### config.mk
export PLATFORM = sky130hd
export DESIGN_NAME = rx_frame_header_status
export DESIGN_NICKNAME = d
export VERILOG_FILES = /design/src/common/rx_status_pkg.sv /design/src/verilog/status_queue.sv /design/src/verilog/rx_frame_header_status.sv
export SDC_FILE = /design/constraint.sdc
export NUM_CORES = 1
export LEC_CHECK = 0
export ABC_AREA = 0
export CAP_MARGIN = 20
export CORE_ASPECT_RATIO = 2
export CORE_MARGIN = 5
export CORE_UTILIZATION = 66
export CTS_BUF_LIST = sky130_fd_sc_hd__clkbuf_4
export CTS_CLUSTER_DIAMETER = 30
export DETAILED_ROUTE_END_ITERATION = 12
export DONT_BUFFER_PORTS = 1
export PLACE_DENSITY_LB_ADDON = 0.12
export SLEW_MARGIN = 40
export SYNTH_ARGS = -nofsm -noshare
export SYNTH_HDL_FRONTEND = slang
export SYNTH_SLANG_ARGS = --single-unit
### constraint.sdc
create_clock -name clk_in -period 7.8 [get_ports clk_in]
set_clock_uncertainty 0.15 [all_clocks]
set_input_delay 1.17 -clock clk_in [delete_from_list [all_inputs] [get_ports clk_in]]
set_output_delay 1.17 -clock clk_in [all_outputs]
set_load 0.01 [all_outputs]
### src/common/rx_status_pkg.sv
// package: offsets, status word layout, limits, carriers and states of the receive status block
`default_nettype none
package rx_status_pkg;

  // register offsets on the host port
  localparam logic [7:0] STATUS_OFFSET = 8'h7C; // per-frame status word, read only
  localparam logic [7:0] CTRL_OFFSET = 8'h60; // receive control, pass-bad setting
  localparam logic [7:0] COUNT_OFFSET = 8'h62; // frames waiting in the status queue

  // status word field positions
  localparam int unsigned BIT_VALID = 15; // frame ready flag
  localparam int unsigned BIT_ICMP = 13; // icmp checksum bad
  localparam int unsigned BIT_IPHDR = 12; // ip header checksum bad
  localparam int unsigned BIT_TCP = 11; // tcp checksum bad
  localparam int unsigned BIT_UDP = 10; // udp checksum bad
  localparam int unsigned BIT_BCAST = 7; // broadcast destination
  localparam int unsigned BIT_GROUP = 6; // multicast destination, broadcast included
  localparam int unsigned BIT_INDIV = 5; // unicast destination
  localparam int unsigned BIT_SYMERR = 4; // symbol error seen on the link
  localparam int unsigned BIT_ETYPE = 3; // type field above the length limit
  localparam int unsigned BIT_LONG = 2; // frame longer than the maximum
  localparam int unsigned BIT_SHORT = 1; // runt frame
  localparam int unsigned BIT_CRC = 0; // crc mismatch
  localparam logic [15:0] RESERVED_MASK = 16'h4300; // bits 14, 9 and 8 always read zero

  // control register layout and reset value
  localparam int unsigned CTRL_PASS_BAD_BIT = 0; // keep bad frames in the queue when set
  localparam logic [15:0] CTRL_RESET = 16'h0000; // bad frames dropped after reset

  // frame size limits in bytes
  localparam logic [11:0] MAX_FRAME_BYTES = 12'h07D0; // 2000
  localparam logic [15:0] TYPE_LEN_LIMIT = 16'h05DC; // 1500
  localparam logic [11:0] COLLISION_WINDOW_BYTES = 12'h0040; // 64
  localparam logic [11:0] DEST_LAST_INDEX = 12'h0005; // destination address bytes 0..5
  localparam logic [11:0] TYPE_HI_INDEX = 12'h000C; // length/type field, high byte
  localparam logic [11:0] TYPE_LO_INDEX = 12'h000D; // length/type field, low byte
  localparam logic [11:0] LEN_SATURATE = 12'hFFF; // byte counter stops here

  // one received byte from the mac
  typedef struct packed {
    logic valid; // byte present this cycle
    logic first; // first byte of the frame
    logic last; // last byte of the frame
    logic [7:0] data; // byte value
  } rx_byte_s;

  // error and checker results, any of them may rise at any byte of the frame
  typedef struct packed {
    logic symbol_err; // line symbol error
    logic collision; // collision during reception
    logic crc_bad; // crc mismatch, with the last byte
    logic icmp_bad; // icmp checksum wrong
    logic ip_bad; // ip header checksum wrong
    logic tcp_bad; // tcp checksum wrong
    logic udp_bad; // udp checksum wrong
  } rx_check_s;

  // host register request
  typedef struct packed {
    logic wr; // write strobe
    logic rd; // read strobe
    logic [7:0] addr; // byte offset
    logic [15:0] wdata; // write data
  } reg_req_s;

  // receive tracking states
  typedef enum logic [2:0] {
    ST_IDLE = 3'b001, // waiting for a first byte
    ST_RECV = 3'b010, // inside a frame
    ST_DONE = 3'b100 // frame ended, decide and commit
  } rx_state_e;

endpackage : rx_status_pkg
`default_nettype wire

### src/verilog/status_queue.sv
// module: first-in first-out store of completed frame status words
`default_nettype none
module status_queue #(
  parameter int unsigned WIDTH = 16, // bits per status word
  parameter int unsigned SLOT_BITS = 4 // log2 of the number of slots
) (
  input wire logic clk_in, // clock
  input wire logic srst_in, // synchronous reset, active high
  input wire logic push_in, // store a word, ignored when full
  input wire logic [WIDTH-1:0] push_word_in, // word to store
  input wire logic pop_in, // drop the head, ignored when empty
  output logic [WIDTH-1:0] head_out, // oldest word
  output logic [SLOT_BITS:0] count_out, // words held
  output logic full_out, // no room left
  output logic empty_out // nothing held
);

  localparam int unsigned SLOTS = 1 << SLOT_BITS; // number of slots

  logic [WIDTH-1:0] mem_q [SLOTS]; // word storage
  logic [SLOT_BITS-1:0] wr_ptr_q; // next slot to write
  logic [SLOT_BITS-1:0] rd_ptr_q; // head slot
  logic [SLOT_BITS:0] count_q; // fill level
  logic do_push; // accepted push
  logic do_pop; // accepted pop

  // a pop on an empty queue or a push on a full one would corrupt the pointers
  assign do_push = push_in && (count_q != SLOTS[SLOT_BITS:0]);
  assign do_pop = pop_in && (count_q != '0);

  // storage needs no reset, only slots below the fill level are read
  always_ff @(posedge clk_in) begin
    if (do_push) begin
      mem_q[wr_ptr_q] <= push_word_in;
    end
  end

  // pointers and fill level
  always_ff @(posedge clk_in) begin
    if (srst_in) begin
      wr_ptr_q <= '0;
      rd_ptr_q <= '0;
      count_q <= '0;
    end else begin
      if (do_push) begin
        wr_ptr_q <= wr_ptr_q + 1'b1;
      end
      if (do_pop) begin
        rd_ptr_q <= rd_ptr_q + 1'b1;
      end
      if (do_push && !do_pop) begin
        count_q <= count_q + 1'b1;
      end else if (do_pop && !do_push) begin
        count_q <= count_q - 1'b1;
      end
    end
  end

  assign head_out = mem_q[rd_ptr_q];
  assign count_out = count_q;
  assign full_out = (count_q == SLOTS[SLOT_BITS:0]);
  assign empty_out = (count_q == '0);

endmodule : status_queue
`default_nettype wire

### src/verilog/rx_frame_header_status.sv
// module: receive frame status capture, per-frame status queue and host register port
`default_nettype none
module rx_frame_header_status #(
  parameter int unsigned SLOT_BITS = 4 // log2 of frames the status queue holds
) (
  input wire logic clk_in, // 20 MHz clock
  input wire logic srst_in, // synchronous reset, active high
  input wire rx_status_pkg::rx_byte_s rx_byte_in, // byte stream from the mac
  input wire rx_status_pkg::rx_check_s rx_check_in, // error and checksum results
  input wire rx_status_pkg::reg_req_s reg_req_in, // host register request
  output logic [15:0] rd_data_out, // read data, one cycle after the read strobe
  output logic frame_pending_out, // at least one status word waits
  output logic frame_dropped_out // one-cycle pulse, a frame was discarded
);
  import rx_status_pkg::*;

  // receive tracking
  rx_state_e state_q; // tracking state
  rx_state_e state_d; // next tracking state
  logic [11:0] len_q; // bytes counted so far, saturating
  logic [11:0] len_d; // next byte count
  logic [11:0] byte_idx; // position of the byte on the stream now
  logic dest_ones_q; // every destination byte so far was all ones
  logic group_q; // group bit of the destination address
  logic [15:0] type_q; // length/type field
  rx_check_s err_q; // sticky errors of the current frame
  rx_check_s err_d; // next sticky errors

  // commit decision
  logic [15:0] word; // status word of the finished frame
  logic is_long; // longer than the maximum
  logic is_short; // runt
  logic is_bad; // any condition that needs pass-bad
  logic keep; // frame goes into the queue
  logic push; // word stored this cycle

  // host side
  logic [15:0] ctrl_q; // control register
  logic pass_bad; // bad frames kept when set
  logic st_read; // read strobe on the status word
  logic pop; // head leaves the queue
  logic [15:0] head; // oldest status word
  logic [SLOT_BITS:0] count; // frames waiting
  logic q_full; // queue has no room
  logic q_empty; // queue holds nothing

  // the byte index is 0 on the first byte whatever the counter still holds
  assign byte_idx = rx_byte_in.first ? '0 : len_q;

  // next state: a frame of a single byte goes straight to the commit cycle
  always_comb begin
    state_d = state_q;
    unique case (state_q)
      ST_IDLE: begin
        if (rx_byte_in.valid && rx_byte_in.first) begin
          state_d = rx_byte_in.last ? ST_DONE : ST_RECV;
        end
      end
      ST_RECV: begin
        if (rx_byte_in.valid && rx_byte_in.last) begin
          state_d = ST_DONE;
        end
      end
      ST_DONE: begin
        state_d = ST_IDLE;
      end
      default: begin
        state_d = ST_IDLE; // illegal code, recover to idle
      end
    endcase
  end

  // state register
  always_ff @(posedge clk_in) begin
    if (srst_in) begin
      state_q <= ST_IDLE;
    end else begin
      state_q <= state_d;
    end
  end

  // byte counter keeps running past the maximum, the frame is never cut short
  always_comb begin
    len_d = len_q;
    if (rx_byte_in.valid && rx_byte_in.first) begin
      len_d = 12'h001;
    end else if (rx_byte_in.valid && (state_q == ST_RECV) && (len_q != LEN_SATURATE)) begin
      len_d = len_q + 12'h001;
    end
  end

  // counter register
  always_ff @(posedge clk_in) begin
    if (srst_in) begin
      len_q <= '0;
    end else begin
      len_q <= len_d;
    end
  end

  // destination address class from bytes 0..5
  always_ff @(posedge clk_in) begin
    if (srst_in) begin
      dest_ones_q <= 1'b0;
      group_q <= 1'b0;
    end else if (rx_byte_in.valid && byte_idx <= DEST_LAST_INDEX) begin
      if (rx_byte_in.first) begin
        dest_ones_q <= (rx_byte_in.data == 8'hFF);
        group_q <= rx_byte_in.data[0];
      end else begin
        dest_ones_q <= dest_ones_q && (rx_byte_in.data == 8'hFF);
      end
    end
  end

  // length/type field from bytes 12 and 13; frames of 12 bytes or fewer leave it zero
  always_ff @(posedge clk_in) begin
    if (srst_in) begin
      type_q <= '0;
    end else if (rx_byte_in.valid) begin
      if (rx_byte_in.first) begin
        type_q <= '0;
      end else if (byte_idx == TYPE_HI_INDEX) begin
        type_q[15:8] <= rx_byte_in.data;
      end else if (byte_idx == TYPE_LO_INDEX) begin
        type_q[7:0] <= rx_byte_in.data;
      end
    end
  end

  // sticky errors; the first byte restarts them but still takes its own results,
  // so an error on that very cycle is not lost
  always_comb begin
    err_d = err_q;
    if (rx_byte_in.valid && rx_byte_in.first) begin
      err_d = rx_check_in;
    end else if (state_q == ST_RECV) begin
      err_d = err_q | rx_check_in;
    end
  end

  // error register
  always_ff @(posedge clk_in) begin
    if (srst_in) begin
      err_q <= '0;
    end else begin
      err_q <= err_d;
    end
  end

  // classification of the finished frame
  assign is_long = (len_q > MAX_FRAME_BYTES);
  assign is_short = err_q.collision || (len_q < COLLISION_WINDOW_BYTES);
  assign is_bad = is_long || is_short || err_q.crc_bad;

  // status word; bit 15 is added at read time from the queue level
  always_comb begin
    word = '0;
    word[BIT_ICMP] = err_q.icmp_bad;
    word[BIT_IPHDR] = err_q.ip_bad;
    word[BIT_TCP] = err_q.tcp_bad;
    word[BIT_UDP] = err_q.udp_bad;
    word[BIT_BCAST] = group_q && dest_ones_q;
    word[BIT_GROUP] = group_q;
    word[BIT_INDIV] = !group_q;
    word[BIT_SYMERR] = err_q.symbol_err;
    word[BIT_ETYPE] = (type_q > TYPE_LEN_LIMIT);
    word[BIT_LONG] = is_long;
    word[BIT_SHORT] = is_short;
    word[BIT_CRC] = err_q.crc_bad;
  end

  // bad frames survive only with pass-bad; a full queue loses the frame, as
  // there is no place to report it
  assign keep = !is_bad || pass_bad;
  assign push = (state_q == ST_DONE) && keep && !q_full;

  // drop pulse for the counters outside
  always_ff @(posedge clk_in) begin
    if (srst_in) begin
      frame_dropped_out <= 1'b0;
    end else begin
      frame_dropped_out <= (state_q == ST_DONE) && !(keep && !q_full);
    end
  end

  // control register, only the pass-bad bit is stored
  always_ff @(posedge clk_in) begin
    if (srst_in) begin
      ctrl_q <= CTRL_RESET;
    end else if (reg_req_in.wr && reg_req_in.addr == CTRL_OFFSET) begin
      ctrl_q <= reg_req_in.wdata & (16'h0001 << CTRL_PASS_BAD_BIT);
    end
  end
  assign pass_bad = ctrl_q[CTRL_PASS_BAD_BIT];

  // each status read hands out one frame; reads on an empty queue do not move it
  assign st_read = reg_req_in.rd && (reg_req_in.addr == STATUS_OFFSET);
  assign pop = st_read && !q_empty;

  // status queue, one word per frame
  status_queue #(
    .WIDTH(16),
    .SLOT_BITS(SLOT_BITS)
  ) u_queue (
    .clk_in(clk_in),
    .srst_in(srst_in),
    .push_in(push),
    .push_word_in(word),
    .pop_in(pop),
    .head_out(head),
    .count_out(count),
    .full_out(q_full),
    .empty_out(q_empty)
  );

  // read data register; unmapped offsets answer zero
  always_ff @(posedge clk_in) begin
    if (srst_in) begin
      rd_data_out <= '0;
    end else if (reg_req_in.rd) begin
      unique case (reg_req_in.addr)
        STATUS_OFFSET: begin
          if (q_empty) begin
            rd_data_out <= '0;
          end else begin
            rd_data_out <= (head & ~RESERVED_MASK) | (16'h0001 << BIT_VALID);
          end
        end
        CTRL_OFFSET: begin
          rd_data_out <= ctrl_q;
        end
        COUNT_OFFSET: begin
          rd_data_out <= 16'(count);
        end
        default: begin
          rd_data_out <= '0;
        end
      endcase
    end
  end

  // pending level, registered from the next queue level so it matches the queue after each edge
  always_ff @(posedge clk_in) begin
    if (srst_in) begin
      frame_pending_out <= 1'b0;
    end else begin
      frame_pending_out <= (count - (pop ? 1'b1 : 1'b0) + (push ? 1'b1 : 1'b0)) != '0;
    end
  end
endmodule : rx_frame_header_status
`default_nettype wire

### Yosys cells after proc, flatten, opt, wreduce, memory -nomap -nowiden

Memory sizes are Yosys's and may differ from the RTL's. A register that Yosys moved wholly into a read port is not among the register bits.
Cells that the tools add are included.

* flip-flop bits (word level): 72
* RAM bits: 192
* output and inout bits: 18
* memories kept: 1

* add/subtract/negate cells: 7
* order comparisons: 4
* equality and inequality tests: 15
* mux-type cells: 24
* bitwise gates (word level): 1
* reduce and logical (&&, ||, !) cells: 42

Memories
* u_queue.mem_q: depth 16, bits a word 12, read ports 1, clocked after Yosys merged registers in 1, write ports 1, line status_queue.sv:20 `logic [WIDTH-1:0] mem_q [SLOTS];`

Operators with widths (count)
* case mux 16 bit (3 select lines): 1
* two-way mux 16 bit: 2
* equality test 12 x 4 -> 1 bit (second input constant): 2
* equality test 8 x 7 -> 1 bit (second input constant): 3
* two-way mux 8 bit: 3
* logical AND 1 bit: 18
* > comparator 16 x 11 -> 1 bit (second input constant): 1
* two-way mux 7 bit: 2
* adder 12 x 1 -> 12 bit (second input constant): 1
* > comparator 12 x 11 -> 1 bit (second input constant): 1
* <= comparator 12 x 3 -> 1 bit (second input constant): 1
* < comparator 12 x 7 -> 1 bit (second input constant): 1
* two-way mux 12 bit: 1
* != test 12 bit (second input constant): 1
* two-way mux 5 bit: 2
* nonzero test 2 bit: 5
* nonzero test 5 bit: 2
* two-way mux 3 bit: 3
* adder 4 x 1 -> 4 bit (second input constant): 2
* equality test 8 bit (second input constant): 1
* two-way mux 4 bit: 2
* zero test 1 bit: 7
* two-way mux 1 bit: 7
* bitwise OR 7 bit: 1
* other kinds (16): 23

### Depth between registers and ports, before layout

Gate-level depths: netlist of run 1.

* depth in word-level cells: 13
* mapped depth: 15
* depth with buffers taken out: 15

### Hierarchy

A second synthesis of run 1 with hierarchy kept.

* cell total of the unflattened synthesis: 809
* area, all modules: 13145.1 µm²

Modules (own cells, without submodules)
* status_queue: times used 1, cells an instance 507, area an instance 10542.6 µm², sequential area each 8027.7 µm²
* rx_frame_header_status: times used 1, cells an instance 302, area an instance 2602.5 µm², sequential area each 1121.1 µm²

### Worst setup path after synthesis of run 1

OpenSTA, ideal clock, no wires.

* path type: input port to flip-flop
* start point: input port reg_req_in[23] (netlist name)
* end point: register u_queue.count_q[4] (netlist: u_queue.count_out[4])
* library setup time: 0.121 ns
* data arrival time: 3.417 ns
* required time: 7.529 ns
* setup slack: 4.112 ns
* cell stages on the path: 11
* path buffers: 0
* cell sequence: nand4bb_1 nor3_1 nand2_1 ha_1 inv_1 ha_1 nor2b_1 o21a_1 or3_1 a21oi_1 mux2_2

* word-level cells in the longest chain between the ends: 7
* elaborated cells on any way between the ends: 9

RTL lines
* start, declared: line rx_frame_header_status.sv:10 `input wire rx_status_pkg::reg_req_s reg_req_in,`
* equality test 8 x 7 -> 1 bit (*): line rx_frame_header_status.sv:198 `assign st_read = reg_req_in.rd && (reg_req_in.addr == STATUS_OFFSET);`
* logical AND 1 bit (*): line rx_frame_header_status.sv:198
* logical AND 1 bit (*): line rx_frame_header_status.sv:199 `assign pop = st_read && !q_empty;`
* logical AND 1 bit (*): line status_queue.sv:29 `assign do_pop = pop_in && (count_q != '0);`
* zero test 1 bit: line status_queue.sv:51 `if (do_push && !do_pop) begin`
* logical AND 1 bit: line status_queue.sv:51
* two-way mux 5 bit or nonzero test 2 bit (tied branches)
* end signal, assigned: line status_queue.sv:52 `count_q <= count_q + 1'b1;`
* end signal, assigned: line status_queue.sv:54 `count_q <= count_q - 1'b1;`
* end, declared: line status_queue.sv:23 `logic [SLOT_BITS:0] count_q;`

Mark *: on every way between the ends. The rest lies on a longest branch, timed or not.
A chain may end at the register's enable or synchronous reset.

### Worst setup path in the final report of run 1

* start point: register len_q[0]
* end point: register u_queue.count_q[4] (netlist: u_queue.count_out[4])

* word-level cells in the longest chain between the ends: 12
* elaborated cells on any way between the ends: 15

RTL lines
* start, declared: line rx_frame_header_status.sv:20 `logic [11:0] len_q;`
* start signal, assigned: line rx_frame_header_status.sv:97 `len_q <= len_d;`
* < comparator 12 x 7 -> 1 bit: line rx_frame_header_status.sv:153 `assign is_short = err_q.collision || (len_q < COLLISION_WINDOW_BYTES);`
* logical OR 1 bit: line rx_frame_header_status.sv:153
* logical OR 1 bit (*) (2 in a row): line rx_frame_header_status.sv:154 `assign is_bad = is_long || is_short || err_q.crc_bad;`
* zero test 1 bit (*): line rx_frame_header_status.sv:175 `assign keep = !is_bad || pass_bad;`
* logical OR 1 bit (*): line rx_frame_header_status.sv:175
* logical AND 1 bit (*) (2 in a row): line rx_frame_header_status.sv:176 `assign push = (state_q == ST_DONE) && keep && !q_full;`
* logical AND 1 bit (*): line status_queue.sv:28 `assign do_push = push_in && (count_q != SLOTS[SLOT_BITS:0]);`
* zero test 1 bit: line status_queue.sv:53 `end else if (do_pop && !do_push) begin`
* logical AND 1 bit: line status_queue.sv:53
* nonzero test 2 bit (no line)

Marks and branches as above.

==> impl_metrics.yaml, run 1 <==
logic_synthesis:
  synth_top_cells_by_count: "edfxtp_1 (192), dfxtp_1 (73), mux4_2 (48), nor2_1 (36), a21oi_1 (34)"
  synth_area_per_cell_sq_um: 15.63
  ys_seq_area_share_pct: 65.85
  synth_ff_type: "edfxtp_1"
  ys_top_cells_by_area: "edfxtp_1 (53%), dfxtp_1 (13%), mux4_2 (9.8%)"
  synthDistinctLibCells: 61
  yosys_register_bits: 265
  synth_edf_count: 192
  ys_async_sr_fraction_pct: 0
  synthCells: 702
  synth_most_common_cell: "edfxtp_1"
  ys_warn_count: 0
  syn_area_sq_mm: 0.01098
  synth_top_area_share_pct: 52.53
  synth_top_area_cell: "edfxtp_1"
critical_path:
  path_class: "reg2reg"
  crit_path_max_fanout: 19
  startpoint_type: "flip-flop"
  critPathArrivalTime_ns: 4.33
  required_ns: 8.19
  critPathCaptureType: "flip-flop"
sta:
  fin_crit_sh_pct: 50.56
  fmax_mhz: 253.6
  maxSlewHeadroom_pct: 40.18
  tightest_slew_ns: 0.8974
  finalCriticalPeriod_ns: 3.944
  setup_tns_ns: 0
  rsz0062_at_grt: "no"
  final_hold_viol_count: 0
  slew_violations: 0
  setup_viol: 0
  hold_slack_ns: 0.3162
clocking:
  cts_resized: 0
  clkSinkCount: 265
  cts_setup_buffers: 0
  insertion_delay_ns: 0.66
  htreeDepth: 2
  clk_pin_slew_ns: 0.08
  cts_tree: "yes"
  clk_path_buf_depth: 3
  root_buffer: "clkbuf_4"
  cts_hold_buf: 0
  cts_made_buffers: 54
placed_design:
  place.gp.congestion: 0.8425
  io_buffers: 0
  dpl.cell_count: 879
  hpwlAfterDp_mm: 15.03
final_layout:
  fin_nets: 797
  drive_gt1_share_pct: 20.75
  stdcell_count: 981
  fill_cells: 1109
  syn_to_final_growth_pct: 7.558
floorplanning:
  dieHeight_um: 192.4
  io_pins: 64
  design.die.area_sq_mm: 0.01947
  fp.dieW_um: 101.2
  start_util_pct: 67.13
  core_sq_mm: 0.01635
  rows: 66
global_routing:
  grt-ovfl-total: 0
  grt_max_degree: 46
  grt_pass1_wl_mm: 35.69
  grt_pass1_vias: 6673
  grt_use_total_pct: 24.80
  antenna_found_initial: 1
routing:
  vias_per_cell: 6.283
  route.vias.total: 6164
  wl_per_cell_um: 23.18
  first_pass_iters: 5
  wl_mm: 22.74
  first_iter_violations: 409
  ant_nets: 0
  drc: 0
run_status:
  status: "completed"
run:
  drv_cap: 0
power_and_ir_drop:
  ir_drop_mv: 0.1206
  leakage_nw: 3.875
  power.density_mw_per_mm2: 211.8
min_path:
  hold_path_class: "reg2reg"
-- worst max-delay path, cell delays in order (launching register included) --
cell	delay [ns]
dfxtp_1	0.37
inv_1	0.13
ha_1	0.15
or3b_4	0.38
a21oi_4	0.21
o211ai_4	0.13
a21oi_4	0.44
ha_1	0.31
inv_1	0.12
ha_1	0.30
nor2b_1	0.14
o21a_1	0.17
or3_1	0.30
a21oi_1	0.16
mux2_2	0.34
-- where the power goes --
part / switching, mW / internal, mW
clock: 0.501 / 0.469
sequential: 0.00969 / 1.50
combinational: 0.0117 / 0.00631
total: 0.523 / 1.98
-- logic make-up (layout without fill, tap and decap cells) --
group	count (synthesis)	in the layout	synth area share (%)
other	1	4	0.03417
flip-flops	265	265	65.85
XOR/XNOR	20	20	1.596
adder cells (fa/ha/maj)	20	20	2.417
multiplexers	74	74	12.31
buffers and inverters	57	129	2.508
AND/OR/NAND/NOR	169	169	9.006
AO/OA/AOI/OAI	96	96	6.281
-- placed cells by master, fill, tap and decap left out, drive strengths merged, types with 10 or more instances in the layout --
| cell | count |
|---|---|
| xnor2 | 13 |
| a211oi | 10 |
| dfxtp | 73 |
| inv | 22 |
| clkbuf | 79 |
| edfxtp | 192 |
| ha | 18 |
| mux2i | 18 |
| nor4 | 11 |
| mux4 | 48 |
| clkinv | 21 |
| nand2 | 30 |
| nand3 | 23 |
| a22o | 22 |
| nor2b | 17 |
| a21oi | 36 |
| nor2 | 36 |
-- per-layer routing --
layer	GRT usage, %	vias to the layer above	wire length, um
met5	0	-	0
met4	10.24	0	654
met3	4.559	36	1103
met2	47.38	189	13430
met1	25.82	3114	7544
li1	-	2825	-
-- area by class of cell --
cell class / count / area, sq um / area share (%)
Antenna cell: 1 / 2.502 / 0.02120
Clock buffer: 79 / 593.1 / 5.024
Clock inverter: 22 / 87.58 / 0.7419
Inverter: 21 / 78.83 / 0.6677
Multi-Input combinational cell: 382 / 3492 / 29.58
Sequential cell: 265 / 7231 / 61.25
Tap cell: 204 / 255.2 / 2.162
Timing Repair Buffer: 7 / 65.06 / 0.5511
-- path summary, 6_finish.rpt --
| check | start | end | slack (ns) | depth (start not counted) |
|---|---|---|---|---|
| worst max-delay path | len_q[0] | u_queue.count_out[4] | 3.86 | 14 |
| worst min-delay path | type_q[7] | type_q[7] | 0.32 | 2 |
| worst max register to register | len_q[0] | u_queue.count_out[4] | 3.86 | 14 |
| worst min register to register | type_q[7] | type_q[7] | 0.32 | 2 |
-- state kept, by name, summed over array words and instances, names as in the netlist, 3 cells and up, named ones only --
| signal | count |
|---|---|
| u_queue.mem_q | 192 |
| type_q | 16 |
| rd_data_out | 13 |
| len_q | 12 |
| err_q | 7 |
| u_queue.count_out | 5 |
| u_queue.rd_ptr_q | 4 |
| u_queue.wr_ptr_q | 4 |
| state_q | 3 |
-- per-stage QoR --
| stage | util [%] | total power [mW] | area [sq um] | setup WS [ns] |
|---|---|---|---|---|
| 5_1_grt | 72.20 | 2.601 | 11810 | 3.565 |
| 3_3_place_gp | 67.74 | 1.559 | 11080 | 3.920 |
| 2_1_floorplan | - | 1.559 | 10980 | 4.112 |
| 6_report | 72.20 | 2.500 | 11810 | 3.856 |
| 4_1_cts | 72.14 | 2.518 | 11800 | 3.858 |
| 3_5_place_dp | 67.98 | 1.561 | 11110 | 3.834 |
(Power assumes the default switching activity.)
==> inputs of run 2 (changes only) <==
CORE_UTILIZATION = 59   (was 66)
clock period = 3.2 ns   (was 7.8 ns; I/O delays follow)
==> impl_metrics.yaml, run 2 (synthesis gave the netlist of run 1 again) <==
floorplanning:
  start_util_pct: 59.96
  core_sq_mm: 0.01831
  design.die.area_sq_mm: 0.02160
  fp.dieW_um: 106.4
  rows: 70
  dieHeight_um: 202.9
  io_pins: 64
sta:
  final_hold_viol_count: 0
  setup_viol: 0
  rsz0062_at_grt: "yes"
  slew_violations: 0
  fmax_mhz: 313.8
  maxSlewHeadroom_pct: 46.03
  tightest_slew_ns: 0.8095
  fin_crit_sh_pct: 99.58
  finalCriticalPeriod_ns: 3.187
routing:
  wl_mm: 24.65
  route.vias.total: 6525
  wl_per_cell_um: 22.95
  drc: 0
  first_pass_iters: 5
  first_iter_violations: 293
  ant_nets: 0
  vias_per_cell: 6.075
final_layout:
  drive_gt1_share_pct: 25.79
  fin_nets: 876
  layout.cells.most_common: "edfxtp_1"
  utilization_pct: 68.96
  top_regs: "u_queue.mem_q: 192 flops, type_q: 16 flops, rd_data_out: 13 flops"
  stdcell_area_sq_mm: 0.01262
  top_register: "u_queue.mem_q"
  largest_register_ffs: 192
  final_cell_mix: "edfxtp_1 (192), clkbuf_4 (78), dfxtp_1 (71)"
  syn_to_final_growth_pct: 15.01
min_path:
  min_from: "srst_in"
  whs_endpoint: "len_q[3]"
  hold_path_class: "in2reg"
  hold_depth: 3
clocking:
  clkSinkCount: 265
  cts_tree: "yes"
  clk_pin_slew_ns: 0.08
  root_buffer: "clkbuf_4"
  htreeDepth: 2
  insertion_delay_ns: 0.68
  cts_made_buffers: 55
  clk_path_buf_depth: 3
critical_path:
  path_cells: "inv_4 -> ha_4 -> or3b_4 -> a21oi_4 -> o211ai_4 -> a21oi_4 -> ha_4 -> inv_4 -> ha_4 -> nor2b_4 -> o21a_1 -> or3_1 -> a21oi_2 -> mux2_4"
  critPathCaptureType: "flip-flop"
  reg2reg_from: "len_q[0]"
  critPathMostFrequentCell: "ha_4"
  max_stage_delay_ns: 0.38
  worst-path-buf-inv: 2
  reg2regPathDepth: 14
  path_depth: 14
  startpoint_type: "flip-flop"
  critPathArrivalTime_ns: 3.60
  required_ns: 3.62
  crit_path_top_delay_cell: "or3b_4"
  path_class: "reg2reg"
  cpLargestDelayFamily: "simple AND/OR/NAND/NOR gates"
  r2r_slack_ns: 0.01
  worst_r2r_endpoint: "u_queue.count_out[4]"
  crit_path_max_fanout: 4
power_and_ir_drop:
  power_frac_clock_pct: 39.5
  comb_power_share_pct: 1.6
  power.total_mw: 6.253
  power.density_mw_per_mm2: 495.4
  intPower_mw: 4.930
  leakage_nw: 4.322
  p_sw_mw: 1.323
  p_sw_share_pct: 21.16
  ir_drop_mv: 0.4458
  pwr-share-seq_pct: 58.8
global_routing:
  grt_max_degree: 41
  grt_pass1_vias: 7004
  grt_pass1_wl_mm: 38.72
  antenna_found_initial: 1
  grt-ovfl-total: 0
  grt_use_total_pct: 23.80
placed_design:
  io_buffers: 0
  place.gp.congestion: 0.8055
  hpwlAfterDp_mm: 16.32
  place_area_sq_mm: 0.01148
run:
  drv_cap: 0
run_status:
  status: "completed"
==> run 2: power groups by stage <==
stage               logic, mW  clock network (mW)  registers (mW)
finish                  0.103                2.47            3.68
global route            0.112                2.72            3.68
CTS                    0.0959                2.53            3.68
detailed placement     0.0562                   0            3.76
global placement       0.0534                   0            3.76
floorplan              0.0461                   0            3.75
==> run 2: per-layer routing <==
metal,up-vias,global-route usage (%),share of wire [%]
met5,-,0,0
met2,191,47.30,60
met4,0,8.413,2.8
met3,48,3.850,4.0
met1,3300,24.42,34
li1,2986,-,-
==> run 2: worst max path at each step <==
stage / startpoint / endpoint / slack, ns
5_1_grt: len_q[0] / u_queue.count_out[4] / -0.08
2_1_floorplan: len_q[0] / u_queue.count_out[4] / -0.04
4_1_cts: len_q[0] / u_queue.count_out[4] / -0.01
6_report: len_q[0] / u_queue.count_out[4] / 0.01
3_5_place_dp: len_q[0] / u_queue.count_out[4] / -0.02
3_3_place_gp: len_q[0] / u_queue.count_out[4] / 0.01
==> run 2: final cells by class <==
cell class                 instances  area (sq um)
sequential                       265          7234
inverter                          21         83.83
tap                              216         270.3
antenna                            1         2.502
clock inverter                    26         135.1
clock buffer                      78         585.6
timing repair buffer              85         753.2
fill                            1265          5682
multi-input combinational        382          3558
==> run 2: worst min-delay path, cell delays in order <==
cell and delay [ns]:
nand2b_1 0.08, buf_4 0.19, nor2_1 0.06
==> run 2: per-stage QoR <==
stage,worst slack [ns],std cells,hold WS (ns),setup TNS (ns)
detailed placement,-0.02016,933,0.3040,-0.02016
finish,0.01336,1074,0.03299,0
floorplan,-0.04463,704,0.2926,-0.04463
global placement,0.01167,933,0.2951,0
CTS,-0.01081,1067,0.000007994,-0.01081
global route,-0.08152,1074,0.03167,-0.08152
==> run 2: what timing repair did <==
item	4_1_cts	5_1_grt
setup buffers	0	4
gates cloned	0	0
hold endpoints to repair	52	1
gates resized for setup	2	8
pin swaps	0	0
endpoints found under the setup margin	1	2
hold buffers	30	2
